`config.mk`:
```
export PLATFORM = sky130hd
export DESIGN_NAME = gpio_port_regs
export DESIGN_NICKNAME = d
export VERILOG_FILES = /design/src/pkg/gpio_port_pkg.sv /design/src/hdl/gpio_port_regs.sv /design/src/hdl/gpio_sync.sv
export SDC_FILE = /design/constraint.sdc
export NUM_CORES = 1
export LEC_CHECK = 0
export BUFFER_PORTS_ARGS = -buffer_cell sky130_fd_sc_hd__buf_4
export CORE_MARGIN = 4
export CORE_UTILIZATION = 41
export CTS_CLUSTER_DIAMETER = 60
export CTS_CLUSTER_SIZE = 24
export DETAILED_ROUTE_END_ITERATION = 8
export PLACE_DENSITY = 0.7
export SYNTH_ARGS = -nofsm -noshare
export SYNTH_HDL_FRONTEND = slang
export SYNTH_HIERARCHICAL = 1
export SYNTH_SLANG_ARGS = --single-unit
```
`constraint.sdc`:
```
create_clock -name hclk -period 1.7 [get_ports hclk]
set_clock_uncertainty 0.15 [all_clocks]
set_input_delay 0 -clock hclk [delete_from_list [all_inputs] [get_ports hclk]]
set_output_delay 0 -clock hclk [all_outputs]
set_load 0.1 [all_outputs]
```
`src/pkg/gpio_port_pkg.sv`:
```
/*
  Package for the general-purpose port register set: register offsets, field widths, reset values,
  bus encodings and the packed structs that carry pin groups.
  Assumes a 32-bit AHB-Lite register bus with each register in one aligned word.
*/
package gpio_port_pkg;

  localparam int unsigned PORT_W = 8;
  localparam int unsigned ADDR_W = 6;

  // Register byte offsets, one aligned word each.
  localparam logic [ADDR_W-1:0] OFS_BIDIR_ALT  = 6'h00;
  localparam logic [ADDR_W-1:0] OFS_INPUT_ALT  = 6'h04;
  localparam logic [ADDR_W-1:0] OFS_OUTPUT_ALT = 6'h08;
  localparam logic [ADDR_W-1:0] OFS_BIDIR_DIR  = 6'h0C;
  localparam logic [ADDR_W-1:0] OFS_EMUL_DIR   = 6'h10;
  localparam logic [ADDR_W-1:0] OFS_BIDIR_OUT  = 6'h14;
  localparam logic [ADDR_W-1:0] OFS_OUTPUT_OUT = 6'h18;
  localparam logic [ADDR_W-1:0] OFS_EMUL_OUT   = 6'h1C;
  localparam logic [ADDR_W-1:0] OFS_BIDIR_IN   = 6'h20;
  localparam logic [ADDR_W-1:0] OFS_INPUT_IN   = 6'h24;
  localparam logic [ADDR_W-1:0] OFS_EMUL_IN    = 6'h28;
  localparam logic [ADDR_W-1:0] OFS_BIDIR_PU   = 6'h2C;
  localparam logic [ADDR_W-1:0] OFS_INPUT_PU   = 6'h30;

  // Reset values; per-pin exceptions to the alternate and direction resets are applied through top-level parameters.
  localparam logic [PORT_W-1:0] RST_ALT      = 8'h00;
  localparam logic [PORT_W-1:0] RST_DIR      = 8'h00;
  localparam logic [PORT_W-1:0] RST_PULLUP   = 8'h00;
  localparam logic [PORT_W-1:0] RST_OUT_DATA = 8'h00;

  // AHB-Lite encodings.
  localparam logic [1:0] HTRANS_NONSEQ = 2'h2;
  localparam logic [1:0] HTRANS_SEQ    = 2'h3;
  localparam logic       HRESP_OKAY    = 1'b0;
  localparam int unsigned SYNC_STAGES  = 2;

  typedef logic [PORT_W-1:0] port_t;

  // Pad control for one group: output value, output enable, pull-up enable.
  typedef struct packed {
    port_t dout;
    port_t oe;
    port_t pu;
  } pad_ctrl_s;

  // Alternate module drive for one group.
  typedef struct packed {
    port_t dout;
    port_t oe;
  } alt_drive_s;

endpackage

```
`src/hdl/gpio_port_regs.sv`:
```
/*
  Register set for four port groups: a bidirectional group with pull-ups, an input-only group,
  an output-only group and a bidirectional group without pull-ups. Software reaches the
  registers over AHB-Lite; pad controls are registered outputs.
  Assumes pads resolve dout/oe/pu into the wire and return the wire level as pin inputs, and
  that alternate modules supply their own drive and output enable.
*/
// The AHB-Lite slave port and the address map were decided locally.
// Overview of operation
// Alternate bit clear selects general-purpose pin use.
// Alternate bit set hands pin to module.
// Alternate selects reset to zero, per-pin exceptions.
// Direction zero is input, one is output.
// Direction registers reset to zero, exceptions allowed.
// Output-data write drives pins, reads return register.
// Input-data reads return live pin levels, read-only.
// Pull-up only when enabled and undriven.
// Pull-up applies in both pin uses.
// Pull-up enables reset to zero.
// Registers are eight bits, one pin per bit.
// Each group has only its listed registers.
// Output data drives only general-purpose outputs.
// Open-drain: clear data, toggle direction (software).
// Writes reach pins next cycle; inputs synchronised.
`timescale 1ns/100ps
module gpio_port_regs #(
  parameter gpio_port_pkg::port_t BIDIR_ALT_RST = gpio_port_pkg::RST_ALT,
  parameter gpio_port_pkg::port_t INPUT_ALT_RST = gpio_port_pkg::RST_ALT,
  parameter gpio_port_pkg::port_t OUTPUT_ALT_RST = gpio_port_pkg::RST_ALT,
  parameter gpio_port_pkg::port_t BIDIR_DIR_RST = gpio_port_pkg::RST_DIR,
  parameter gpio_port_pkg::port_t EMUL_DIR_RST  = gpio_port_pkg::RST_DIR
) (
  // Clock and reset.
  input  wire logic                       hclk,
  input  wire logic                       hresetn,
  // AHB-Lite slave.
  input  wire logic                       hsel,
  input  wire logic [31:0]                haddr,
  input  wire logic [1:0]                 htrans,
  input  wire logic                       hwrite,
  input  wire logic [2:0]                 hsize,
  input  wire logic [31:0]                hwdata,
  input  wire logic                       hready,
  output      logic [31:0]                hrdata,
  output      logic                       hreadyout,
  output      logic                       hresp,
  // Pin levels returned by the pads.
  input  wire gpio_port_pkg::port_t       bidir_pin_in,
  input  wire gpio_port_pkg::port_t       input_pin_in,
  input  wire gpio_port_pkg::port_t       emul_pin_in,
  // Alternate module drive.
  input  wire gpio_port_pkg::alt_drive_s  bidir_alt_drv,
  input  wire gpio_port_pkg::alt_drive_s  output_alt_drv,
  // Pad controls.
  output      gpio_port_pkg::pad_ctrl_s   bidir_pad,
  output      gpio_port_pkg::pad_ctrl_s   input_pad,
  output      gpio_port_pkg::pad_ctrl_s   output_pad,
  output      gpio_port_pkg::pad_ctrl_s   emul_pad,
  // Alternate select, seen by the alternate modules.
  output      gpio_port_pkg::port_t       bidir_alt_sel,
  output      gpio_port_pkg::port_t       input_alt_sel,
  output      gpio_port_pkg::port_t       output_alt_sel
);
  import gpio_port_pkg::*;

  // Software-visible registers, eight bits each.
  port_t bidir_alt_ff;
  port_t input_alt_ff;
  port_t output_alt_ff;
  port_t bidir_dir_ff;
  port_t emul_dir_ff;
  port_t bidir_out_ff;
  port_t output_out_ff;
  port_t emul_out_ff;
  port_t bidir_pu_ff;
  port_t input_pu_ff;

  // Data-phase state of the bus.
  logic              wr_pend_ff;
  logic [ADDR_W-1:0] wr_addr_ff;
  logic [31:0]       hrdata_ff;
  logic              hreadyout_ff;
  logic              hresp_ff;
  pad_ctrl_s         bidir_pad_ff;
  pad_ctrl_s         input_pad_ff;
  pad_ctrl_s         output_pad_ff;
  pad_ctrl_s         emul_pad_ff;

  port_t bidir_in_sync;
  port_t input_in_sync;
  port_t emul_in_sync;

  // Inputs pass two flip-flops before software sees them.
  gpio_sync u_sync_bidir (
    .hclk     (hclk),
    .hresetn  (hresetn),
    .pin_raw  (bidir_pin_in),
    .pin_sync (bidir_in_sync)
  );
  gpio_sync u_sync_input (
    .hclk     (hclk),
    .hresetn  (hresetn),
    .pin_raw  (input_pin_in),
    .pin_sync (input_in_sync)
  );
  gpio_sync u_sync_emul (
    .hclk     (hclk),
    .hresetn  (hresetn),
    .pin_raw  (emul_pin_in),
    .pin_sync (emul_in_sync)
  );

  // Address-phase decode.
  wire               xfer_ok  = hsel && hready && (htrans == HTRANS_NONSEQ || htrans == HTRANS_SEQ);
  wire               wr_take  = xfer_ok && hwrite;
  wire               rd_take  = xfer_ok && !hwrite;
  wire [ADDR_W-1:0]  rd_addr  = haddr[ADDR_W-1:0];

  // Write decode in the data phase.
  wire   we_bidir_alt  = wr_pend_ff && (wr_addr_ff == OFS_BIDIR_ALT);
  wire   we_input_alt  = wr_pend_ff && (wr_addr_ff == OFS_INPUT_ALT);
  wire   we_output_alt = wr_pend_ff && (wr_addr_ff == OFS_OUTPUT_ALT);
  wire   we_bidir_dir  = wr_pend_ff && (wr_addr_ff == OFS_BIDIR_DIR);
  wire   we_emul_dir   = wr_pend_ff && (wr_addr_ff == OFS_EMUL_DIR);
  wire   we_bidir_out  = wr_pend_ff && (wr_addr_ff == OFS_BIDIR_OUT);
  wire   we_output_out = wr_pend_ff && (wr_addr_ff == OFS_OUTPUT_OUT);
  wire   we_emul_out   = wr_pend_ff && (wr_addr_ff == OFS_EMUL_OUT);
  wire   we_bidir_pu   = wr_pend_ff && (wr_addr_ff == OFS_BIDIR_PU);
  wire   we_input_pu   = wr_pend_ff && (wr_addr_ff == OFS_INPUT_PU);
  wire port_t wdat     = hwdata[PORT_W-1:0];

  // Read mux; the input-data registers have no write decode.
  port_t rd_sel;
  always_comb begin
    unique case (rd_addr)
      OFS_BIDIR_ALT:  rd_sel = bidir_alt_ff;
      OFS_INPUT_ALT:  rd_sel = input_alt_ff;
      OFS_OUTPUT_ALT: rd_sel = output_alt_ff;
      OFS_BIDIR_DIR:  rd_sel = bidir_dir_ff;
      OFS_EMUL_DIR:   rd_sel = emul_dir_ff;
      OFS_BIDIR_OUT:  rd_sel = bidir_out_ff;
      OFS_OUTPUT_OUT: rd_sel = output_out_ff;
      OFS_EMUL_OUT:   rd_sel = emul_out_ff;
      OFS_BIDIR_IN:   rd_sel = bidir_in_sync;
      OFS_INPUT_IN:   rd_sel = input_in_sync;
      OFS_EMUL_IN:    rd_sel = emul_in_sync;
      OFS_BIDIR_PU:   rd_sel = bidir_pu_ff;
      OFS_INPUT_PU:   rd_sel = input_pu_ff;
      default:        rd_sel = RST_OUT_DATA;
    endcase
  end
  wire [31:0] nxt_hrdata = rd_take ? {24'h000000, rd_sel} : hrdata_ff;

  // Pad equations for the bidirectional pull-up group.
  wire port_t bidir_gp_oe  = ~bidir_alt_ff & bidir_dir_ff;
  wire port_t nxt_bidir_oe = bidir_gp_oe | (bidir_alt_ff & bidir_alt_drv.oe);
  wire port_t nxt_bidir_do = (~bidir_alt_ff & bidir_out_ff) | (bidir_alt_ff & bidir_alt_drv.dout);
  // Pull-up follows the undriven condition in either use.
  wire port_t nxt_bidir_pu = bidir_pu_ff & ~nxt_bidir_oe;

  // Output-only group: pad driven in general-purpose use, else by the alternate module's enable; source picked by alternate select.
  wire port_t nxt_output_do = (~output_alt_ff & output_out_ff) | (output_alt_ff & output_alt_drv.dout);
  wire port_t nxt_output_oe = ~output_alt_ff | output_alt_drv.oe;

  // Emulatable group: no alternate select, direction alone decides.
  wire port_t nxt_emul_oe = emul_dir_ff;
  wire port_t nxt_emul_do = emul_out_ff;

  // Input-only group never drives, so its pull-up follows the enable bit.
  wire pad_ctrl_s nxt_bidir_pad  = '{dout: nxt_bidir_do, oe: nxt_bidir_oe, pu: nxt_bidir_pu};
  wire pad_ctrl_s nxt_input_pad  = '{dout: RST_OUT_DATA, oe: RST_OUT_DATA, pu: input_pu_ff};
  wire pad_ctrl_s nxt_output_pad = '{dout: nxt_output_do, oe: nxt_output_oe, pu: RST_PULLUP};
  wire pad_ctrl_s nxt_emul_pad   = '{dout: nxt_emul_do, oe: nxt_emul_oe, pu: RST_PULLUP};

  // Bus state; every transfer completes with no wait state and OKAY.
  always_ff @(posedge hclk or negedge hresetn) begin
    if (!hresetn) begin
      wr_pend_ff <= 1'b0;
    end else begin
      wr_pend_ff <= wr_take;
    end
  end

  always_ff @(posedge hclk or negedge hresetn) begin
    if (!hresetn) begin
      wr_addr_ff <= '0;
    end else begin
      wr_addr_ff <= rd_addr;
    end
  end

  always_ff @(posedge hclk or negedge hresetn) begin
    if (!hresetn) begin
      hrdata_ff <= 32'h00000000;
    end else begin
      hrdata_ff <= nxt_hrdata;
    end
  end

  // Ready and response never change, yet leave the block from flip-flops like every other output.
  always_ff @(posedge hclk or negedge hresetn) begin
    if (!hresetn) begin
      hreadyout_ff <= 1'b1;
      hresp_ff     <= HRESP_OKAY;
    end else begin
      hreadyout_ff <= 1'b1;
      hresp_ff     <= HRESP_OKAY;
    end
  end

  // Alternate select of the bidirectional group.
  always_ff @(posedge hclk or negedge hresetn) begin
    if (!hresetn) begin
      bidir_alt_ff <= BIDIR_ALT_RST;
    end else if (we_bidir_alt) begin
      bidir_alt_ff <= wdat;
    end
  end

  // Alternate select of the input-only group.
  always_ff @(posedge hclk or negedge hresetn) begin
    if (!hresetn) begin
      input_alt_ff <= INPUT_ALT_RST;
    end else if (we_input_alt) begin
      input_alt_ff <= wdat;
    end
  end

  // Alternate select of the output-only group.
  always_ff @(posedge hclk or negedge hresetn) begin
    if (!hresetn) begin
      output_alt_ff <= OUTPUT_ALT_RST;
    end else if (we_output_alt) begin
      output_alt_ff <= wdat;
    end
  end

  // Direction of the bidirectional group.
  always_ff @(posedge hclk or negedge hresetn) begin
    if (!hresetn) begin
      bidir_dir_ff <= BIDIR_DIR_RST;
    end else if (we_bidir_dir) begin
      bidir_dir_ff <= wdat;
    end
  end

  // Direction of the emulatable group.
  always_ff @(posedge hclk or negedge hresetn) begin
    if (!hresetn) begin
      emul_dir_ff <= EMUL_DIR_RST;
    end else if (we_emul_dir) begin
      emul_dir_ff <= wdat;
    end
  end

  // Output data holds the written value and reads back as written.
  always_ff @(posedge hclk or negedge hresetn) begin
    if (!hresetn) begin
      bidir_out_ff <= RST_OUT_DATA;
    end else if (we_bidir_out) begin
      bidir_out_ff <= wdat;
    end
  end

  // Output data of the output-only group.
  always_ff @(posedge hclk or negedge hresetn) begin
    if (!hresetn) begin
      output_out_ff <= RST_OUT_DATA;
    end else if (we_output_out) begin
      output_out_ff <= wdat;
    end
  end

  // Output data of the emulatable group.
  always_ff @(posedge hclk or negedge hresetn) begin
    if (!hresetn) begin
      emul_out_ff <= RST_OUT_DATA;
    end else if (we_emul_out) begin
      emul_out_ff <= wdat;
    end
  end

  // Pull-up enables of the bidirectional group; all pull-ups start off.
  always_ff @(posedge hclk or negedge hresetn) begin
    if (!hresetn) begin
      bidir_pu_ff <= RST_PULLUP;
    end else if (we_bidir_pu) begin
      bidir_pu_ff <= wdat;
    end
  end

  // Pull-up enables of the input-only group.
  always_ff @(posedge hclk or negedge hresetn) begin
    if (!hresetn) begin
      input_pu_ff <= RST_PULLUP;
    end else if (we_input_pu) begin
      input_pu_ff <= wdat;
    end
  end

  // Pad controls follow the registers one cycle later.
  always_ff @(posedge hclk or negedge hresetn) begin
    if (!hresetn) begin
      bidir_pad_ff <= '0;
    end else begin
      bidir_pad_ff <= nxt_bidir_pad;
    end
  end

  always_ff @(posedge hclk or negedge hresetn) begin
    if (!hresetn) begin
      input_pad_ff <= '0;
    end else begin
      input_pad_ff <= nxt_input_pad;
    end
  end

  always_ff @(posedge hclk or negedge hresetn) begin
    if (!hresetn) begin
      output_pad_ff <= '0;
    end else begin
      output_pad_ff <= nxt_output_pad;
    end
  end

  always_ff @(posedge hclk or negedge hresetn) begin
    if (!hresetn) begin
      emul_pad_ff <= '0;
    end else begin
      emul_pad_ff <= nxt_emul_pad;
    end
  end

  // Open-drain use: with output data zero, direction alone drives low or releases.
  assign bidir_pad      = bidir_pad_ff;
  assign input_pad      = input_pad_ff;
  assign output_pad     = output_pad_ff;
  assign emul_pad       = emul_pad_ff;
  assign bidir_alt_sel  = bidir_alt_ff;
  assign input_alt_sel  = input_alt_ff;
  assign output_alt_sel = output_alt_ff;
  assign hrdata         = hrdata_ff;
  assign hreadyout      = hreadyout_ff;
  assign hresp          = hresp_ff;

endmodule

```
`src/hdl/gpio_sync.sv`:
```
/*
  Two-stage synchroniser for one port group of pin inputs.
  Assumes the pins may change at any time relative to hclk.
*/
`timescale 1ns/100ps
module gpio_sync (
  // Clock and reset.
  input  wire logic                  hclk,
  input  wire logic                  hresetn,
  // Raw and synchronised levels.
  input  wire gpio_port_pkg::port_t  pin_raw,
  output      gpio_port_pkg::port_t  pin_sync
);
  import gpio_port_pkg::*;

  port_t meta_ff;
  port_t sync_ff;

  // Only the second stage reads the first.
  always_ff @(posedge hclk or negedge hresetn) begin
    if (!hresetn) begin
      meta_ff <= RST_OUT_DATA;
      sync_ff <= RST_OUT_DATA;
    end else begin
      meta_ff <= pin_raw;
      sync_ff <= meta_ff;
    end
  end

  assign pin_sync = sync_ff;

endmodule

```
## Word level (Yosys, flattened, before mapping)

Cells that the tools add are included.
Widths: inputs -> output; s select.

| operators by class | value |
|---|---|
| reductions and logical operators | 18 |
| mux-type cells | 1 |
| bitwise logic cells | 14 |
| equal/unequal tests | 23 |

Operators by type and width:

| operator | number |
|---|---|
| $pmux 8 s13 | 1 |
| $and 8x8->8 | 7 |
| $eq 6x5->1 const B | 8 |
| $eq 6x6->1 const B | 7 |
| $or 8x8->8 | 4 |
| $eq 6x4->1 const B | 4 |
| $not 8->8 | 3 |
| $logic_and 1x1->1 | 14 |
| $eq 6x3->1 const B | 2 |
| $logic_not 6->1 | 2 |
| $eq 2x2->1 const B | 2 |
| $logic_not 1->1 | 1 |
| $logic_or 1x1->1 | 1 |

| storage, ports and cells | value |
|---|---|
| register bits | 207 |
| word-level logic and storage cells | 83 |
| input bits | 130 |

## Depth between registers and ports, before layout

| logic depth | value |
|---|---|
| depth in word-level cells | 5 |
| depth in mapped cells | 6 |
| mapped depth without buffers | 4 |

## By module

The synthesis kept the hierarchy.

By module, submodules not included:

| module | cells an instance | instances | area an instance (um^2) | seq. area each (um^2) |
|---|---|---|---|---|
| gpio_port_regs | 554 | 1 | 7051.8 | 3978.8 |
| gpio_sync | 16 | 3 | 400.4 | 400.4 |

## Worst setup path after synthesis

OpenSTA, ideal clock, no wires.

| path | value |
|---|---|
| kind | reg-to-reg |
| start point | register output_alt_ff[7], in the netlist output_alt_sel[7] |
| end point | register hrdata_ff[7], in the netlist hrdata[7] |
| stages on the path, launching flop included | 5 |
| slack | -0.157 ns |
| required time | 1.468 ns |
| clock period less this slack | 1.857 ns |
| arrival time | 1.625 ns |
| cell sequence | dfrtp_1 mux2_2 a221oi_1 a211o_1 a31oi_1 |

| between the ends | value |
|---|---|
| cells in the longest elaborated chain, start to end | 1 |

Ends and longest elaborated chain:

| element | line | source |
|---|---|---|
| start, declared | gpio_port_regs.sv:69 | `port_t output_alt_ff;` |
| start signal, assigned | gpio_port_regs.sv:234 | `output_alt_ff <= wdat;` |
| $pmux 8 s13 | gpio_port_regs.sv:135 | `unique case (rd_addr)` |
| end signal, assigned | gpio_port_regs.sv:196 | `hrdata_ff <= nxt_hrdata;` |
| end, declared | gpio_port_regs.sv:81 | `logic [31:0] hrdata_ff;` |

Every way passes these cells.
A chain may end at the register's enable or synchronous reset.

## Final worst setup path

| path | value |
|---|---|
| start point | register wr_addr_ff[2] |
| end point | register input_pu_ff[7] |

| between the ends | value |
|---|---|
| cells in the longest elaborated chain, start to end | 2 |

Ends and longest elaborated chain:

| element | line | source |
|---|---|---|
| start, declared | gpio_port_regs.sv:80 | `logic [ADDR_W-1:0] wr_addr_ff;` |
| start signal, assigned | gpio_port_regs.sv:188 | `wr_addr_ff <= rd_addr;` |
| $eq 6x6->1 | gpio_port_regs.sv:129 | `wire we_input_pu = wr_pend_ff && (wr_addr_ff == OFS_INPUT_PU);` |
| $logic_and 1x1->1 | gpio_port_regs.sv:129 |  |
| end signal, assigned | gpio_port_regs.sv:297 | `input_pu_ff <= wdat;` |
| end, declared | gpio_port_regs.sv:76 | `port_t input_pu_ff;` |

Every way passes these cells.

==> impl_results.html <==
<table>
<tr><th>Metric</th><th>Value</th></tr>
<tr><th colspan="2">Logic synthesis</th></tr>
<tr><td>Average size of a mapped cell</td><td>13.7 um^2</td></tr>
<tr><td>Post-synthesis share of cell area spent on xor and xnor gates</td><td>0%</td></tr>
<tr><td>Flip-flop and latch count after synthesis</td><td>207</td></tr>
<tr><td>Number of distinct library cells after synthesis</td><td>48</td></tr>
<tr><td>Post-synthesis compound-gate area fraction</td><td>5.23%</td></tr>
<tr><td>Leading area contributor after synthesis</td><td>sky130_fd_sc_hd__dfrtp_1</td></tr>
<tr><td>Area share of fa/ha/maj cells after synthesis</td><td>0%</td></tr>
<tr><td>Most frequent cell after synthesis</td><td>sky130_fd_sc_hd__dfrtp_1</td></tr>
<tr><td>Total of warnings raised by yosys</td><td>6</td></tr>
<tr><td>Combined area of all synthesized cells</td><td>0.00825 mm^2</td></tr>
<tr><td>Commonest cells in the netlist</td><td>sky130_fd_sc_hd__dfrtp_1 (207), sky130_fd_sc_hd__mux2_2 (93), sky130_fd_sc_hd__buf_4 (61)</td></tr>
<tr><td>Basic-gate share of the synthesized area counting and, or, nand and nor cells</td><td>7.35%</td></tr>
<tr><td>Mux cell area share after synthesis</td><td>16.8%</td></tr>
<tr><td>Main combinational cell family by area after synthesis</td><td>multiplexers</td></tr>
<tr><td>Sequential cell area fraction in the yosys report</td><td>62.8%</td></tr>
<tr><td>Post-synth top area share</td><td>62.8%</td></tr>
<tr><td>Gate Count Post-Synth</td><td>602</td></tr>
<tr><td>Number of enable-type register cells in the synthesized netlist</td><td>0</td></tr>
<tr><td>Prevailing post-synth register cell</td><td>sky130_fd_sc_hd__dfrtp_1</td></tr>
<tr><td>Share of flip-flops with an asynchronous set or reset</td><td>100%</td></tr>
<tr><td>Largest cells by area after synthesis</td><td>sky130_fd_sc_hd__dfrtp_1 (63%), sky130_fd_sc_hd__mux2_2 (13%), sky130_fd_sc_hd__buf_4 (5.5%)</td></tr>
<tr><th colspan="2">Drt</th></tr>
<tr><td>Via density</td><td>4.80</td></tr>
<tr><td>Number of violations reported at the end of detailed-routing iteration 0</td><td>343</td></tr>
<tr><td>Total routed wirelength</td><td>21500 um</td></tr>
<tr><td>Drc violations</td><td>0</td></tr>
<tr><td>Vias after detailed routing</td><td>5606</td></tr>
<tr><td>Wire length per cell after detailed routing</td><td>18.4 um</td></tr>
<tr><td>Number of nets with antenna violations after detailed routing</td><td>0</td></tr>
<tr><td>Pre-antenna DRT Iters</td><td>4</td></tr>
<tr><th colspan="2">Place</th></tr>
<tr><td>Placed insts</td><td>1058</td></tr>
<tr><td>HPWL reported at the end of detailed placement</td><td>15100 um</td></tr>
<tr><td>GP Congestion</td><td>0.857</td></tr>
<tr><td>Post-Place Setup Slack</td><td>-42.8 ps</td></tr>
<tr><td>Buffers on Ports</td><td>171</td></tr>
<tr><th colspan="2">Floorplan</th></tr>
<tr><td>Standard cell core area</td><td>0.0197 mm^2</td></tr>
<tr><td>Die outline area</td><td>0.0225 mm^2</td></tr>
<tr><td>Placement row count</td><td>51</td></tr>
<tr><td>Height of the chip</td><td>150 um</td></tr>
<tr><td>Count of pins on the block boundary</td><td>284</td></tr>
<tr><td>Width of the die</td><td>150 um</td></tr>
<tr><td>Starting Density</td><td>42.0%</td></tr>
<tr><th colspan="2">STA</th></tr>
<tr><td>Post-route clock period utilization</td><td>105%</td></tr>
<tr><td>Final max-slew violation count</td><td>0</td></tr>
<tr><td>Total count of hold-check failures in the final report</td><td>0</td></tr>
<tr><td>Aggregate negative setup slack</td><td>-588 ps</td></tr>
<tr><td>Slew Limit Headroom</td><td>65.7%</td></tr>
<tr><td>Setup violations, final</td><td>11</td></tr>
<tr><td>Final min period</td><td>1790 ps</td></tr>
<tr><td>Minimum setup slack in the final design</td><td>-86.5 ps</td></tr>
<tr><td>Highest Clock Rate</td><td>560 MHz</td></tr>
<tr><td>Hold slack</td><td>2.92 ps</td></tr>
<tr><td>Setup repair after global routing missed its margin</td><td>true</td></tr>
<tr><td>Actual transition at the worst max-transition pin</td><td>514 ps</td></tr>
<tr><th colspan="2">Setup path</th></tr>
<tr><td>Crit-path max FO</td><td>8</td></tr>
<tr><td>Req. time, crit path</td><td>1930 ps</td></tr>
<tr><td>Crit end category</td><td>register</td></tr>
<tr><td>Top Family by Delay on Critical Path</td><td>simple AND/OR/NAND/NOR gates</td></tr>
<tr><td>Bufs and invs on worst path</td><td>1</td></tr>
<tr><td>Slowest cell delay on critical path</td><td>440 ps</td></tr>
<tr><td>CP cell instances</td><td>nor4_4 &gt; and4_1 &gt; buf_6 &gt; mux2_2</td></tr>
<tr><td>Crit path arrival time</td><td>2020 ps</td></tr>
<tr><td>Type of the worst setup path</td><td>reg -&gt; reg</td></tr>
<tr><td>Type of origin of the critical path</td><td>register</td></tr>
<tr><td>Crit-path slowest cell</td><td>sky130_fd_sc_hd__dfrtp_2</td></tr>
<tr><th colspan="2">Finish</th></tr>
<tr><td>Net count, final</td><td>1022</td></tr>
<tr><td>Area added between synthesis and finish</td><td>39.2%</td></tr>
<tr><td>Layout cells sized above 1</td><td>41.5%</td></tr>
<tr><td>Footprint of the flip-flops and latches</td><td>0.00520 mm^2</td></tr>
<tr><td>Multi-input gate area in the final layout</td><td>0.00272 mm^2</td></tr>
<tr><td>FILL cells</td><td>1594</td></tr>
<tr><td>Flip-flop count of the largest register, all copies and words added</td><td>24</td></tr>
<tr><td>Final std cells w/o fill</td><td>1168</td></tr>
<tr><th colspan="2">Outcome</th></tr>
<tr><td>Status</td><td>finished, violations left</td></tr>
<tr><td>Violations in the final reports</td><td>setup timing</td></tr>
<tr><th colspan="2">Flow run</th></tr>
<tr><td>Max-cap violations</td><td>0</td></tr>
<tr><th colspan="2">Power and ir drop</th></tr>
<tr><td>LEAKAGE</td><td>5.34 nW</td></tr>
<tr><td>Power, Total</td><td>12.1 mW</td></tr>
<tr><td>Power per unit of standard cell area</td><td>1060 mW/mm^2</td></tr>
<tr><td>Maximum VDD drop</td><td>0.829 mV</td></tr>
<tr><th colspan="2">Clocking</th></tr>
<tr><td>Clock Sinks</td><td>207</td></tr>
<tr><td>Worst-skew pair later-pin latency</td><td>490 ps</td></tr>
<tr><td>Deepest clock path buffer count</td><td>3</td></tr>
<tr><td>Buffer type at the clock tree root</td><td>sky130_fd_sc_hd__clkbuf_16</td></tr>
<tr><td>Reg clk slew, reported paths</td><td>90 ps</td></tr>
<tr><td>Clock tree from TritonCTS</td><td>yes</td></tr>
<tr><td>CTS Buf Count</td><td>16</td></tr>
<tr><td>Htree depth</td><td>1</td></tr>
<tr><th colspan="2">Worst hold path</th></tr>
<tr><td>Kind of path behind the tightest hold check</td><td>in -&gt; reg</td></tr>
<tr><th colspan="2">Global routing</th></tr>
<tr><td>Wire length of the first global-routing pass</td><td>33000 um</td></tr>
<tr><td>Number of antenna violations at the first check in global routing</td><td>1</td></tr>
<tr><td>Number of global-route vias before repair</td><td>5926</td></tr>
<tr><td>Total global-route track usage</td><td>18.9%</td></tr>
<tr><td>Overall overflow remaining after global route</td><td>0</td></tr>
<tr><td>Maximum number of pins on one net before global-route repair</td><td>53</td></tr>
</table>
per-layer routing:
metal  track usage (%)  routed length (um)
met5                 0                   0
met4              4.21                 378
met3              4.36                1790
met2              30.9               10400
met1              25.9                8920
layout make-up:
type	instances	share of cell area (%)
clock buffer	19	3.86
timing repair buffer	305	22.8
antenna	1	0.0218
multi-input combinational	351	23.7
clock inverter	9	1.15
tap	265	2.89
sequential	207	45.2
inverter	11	0.359
kinds of logic after synthesis:
family,count (synthesis)
AO/OA/AOI/OAI,64
AND/OR/NAND/NOR,103
buffers and inverters,100
flip-flops,207
other,2
multiplexers,126
worst paths after layout:
check | cells after the start | startpoint | slack [ps] | endpoint
hold reg to reg | 0 | u_sync_input/meta_ff[1] | 190 | u_sync_input/pin_sync[1]
setup reg to reg | 4 | wr_addr_ff[2] | -90 | input_pu_ff[7]
setup / recovery | 4 | wr_addr_ff[2] | -90 | input_pu_ff[7]
hold / removal | 2 | bidir_pin_in[1] | 3 | u_sync_bidir/meta_ff[1]
max in group asynchronous | 4 | hresetn | 310 | output_alt_sel[5]
min in group asynchronous | 3 | hresetn | 390 | u_sync_bidir/meta_ff[1]
what timing repair did:
action / CTS / global route
hold endpoints to repair: 362 / 1
endpoints found under the setup margin: 12 / 63
resized for setup: 3 / 29
hold buffers: 79 / 1
setup buffers: 0 / 1
pin swaps: 1 / 3
layout by cell type, fill, tap and decap left out, types with 10 or more instances in the layout:
master	n
sky130_fd_sc_hd__a21oi_1	10
sky130_fd_sc_hd__a31oi_1	10
sky130_fd_sc_hd__buf_4	208
sky130_fd_sc_hd__clkbuf_16	17
sky130_fd_sc_hd__conb_1	58
sky130_fd_sc_hd__dfrtp_1	194
sky130_fd_sc_hd__dfrtp_2	13
sky130_fd_sc_hd__dlygate4sd3_1	80
sky130_fd_sc_hd__inv_1	11
sky130_fd_sc_hd__mux2_2	87
sky130_fd_sc_hd__mux2i_1	29
sky130_fd_sc_hd__nand2_1	15
sky130_fd_sc_hd__nor2_1	15
sky130_fd_sc_hd__nor3_1	16
sky130_fd_sc_hd__o21ai_0	20
where the power goes:
group | switching (mW) | total [mW] | internal (mW)
sequential | 0.148 | 5.33 | 5.19
clock | 1.93 | 4.06 | 2.13
combinational | 2.07 | 2.74 | 0.665
stage by stage:
stage / cell area [um^2] / utilization [%]
detailed placement: 9990 / 50.8
finish: 11500 / 58.4
CTS: 11400 / 57.8
global placement: 9990 / 50.8
global route: 11500 / 58.4
floorplan: 8480 / -
Note: power is estimated with default switching activity, not from simulation.
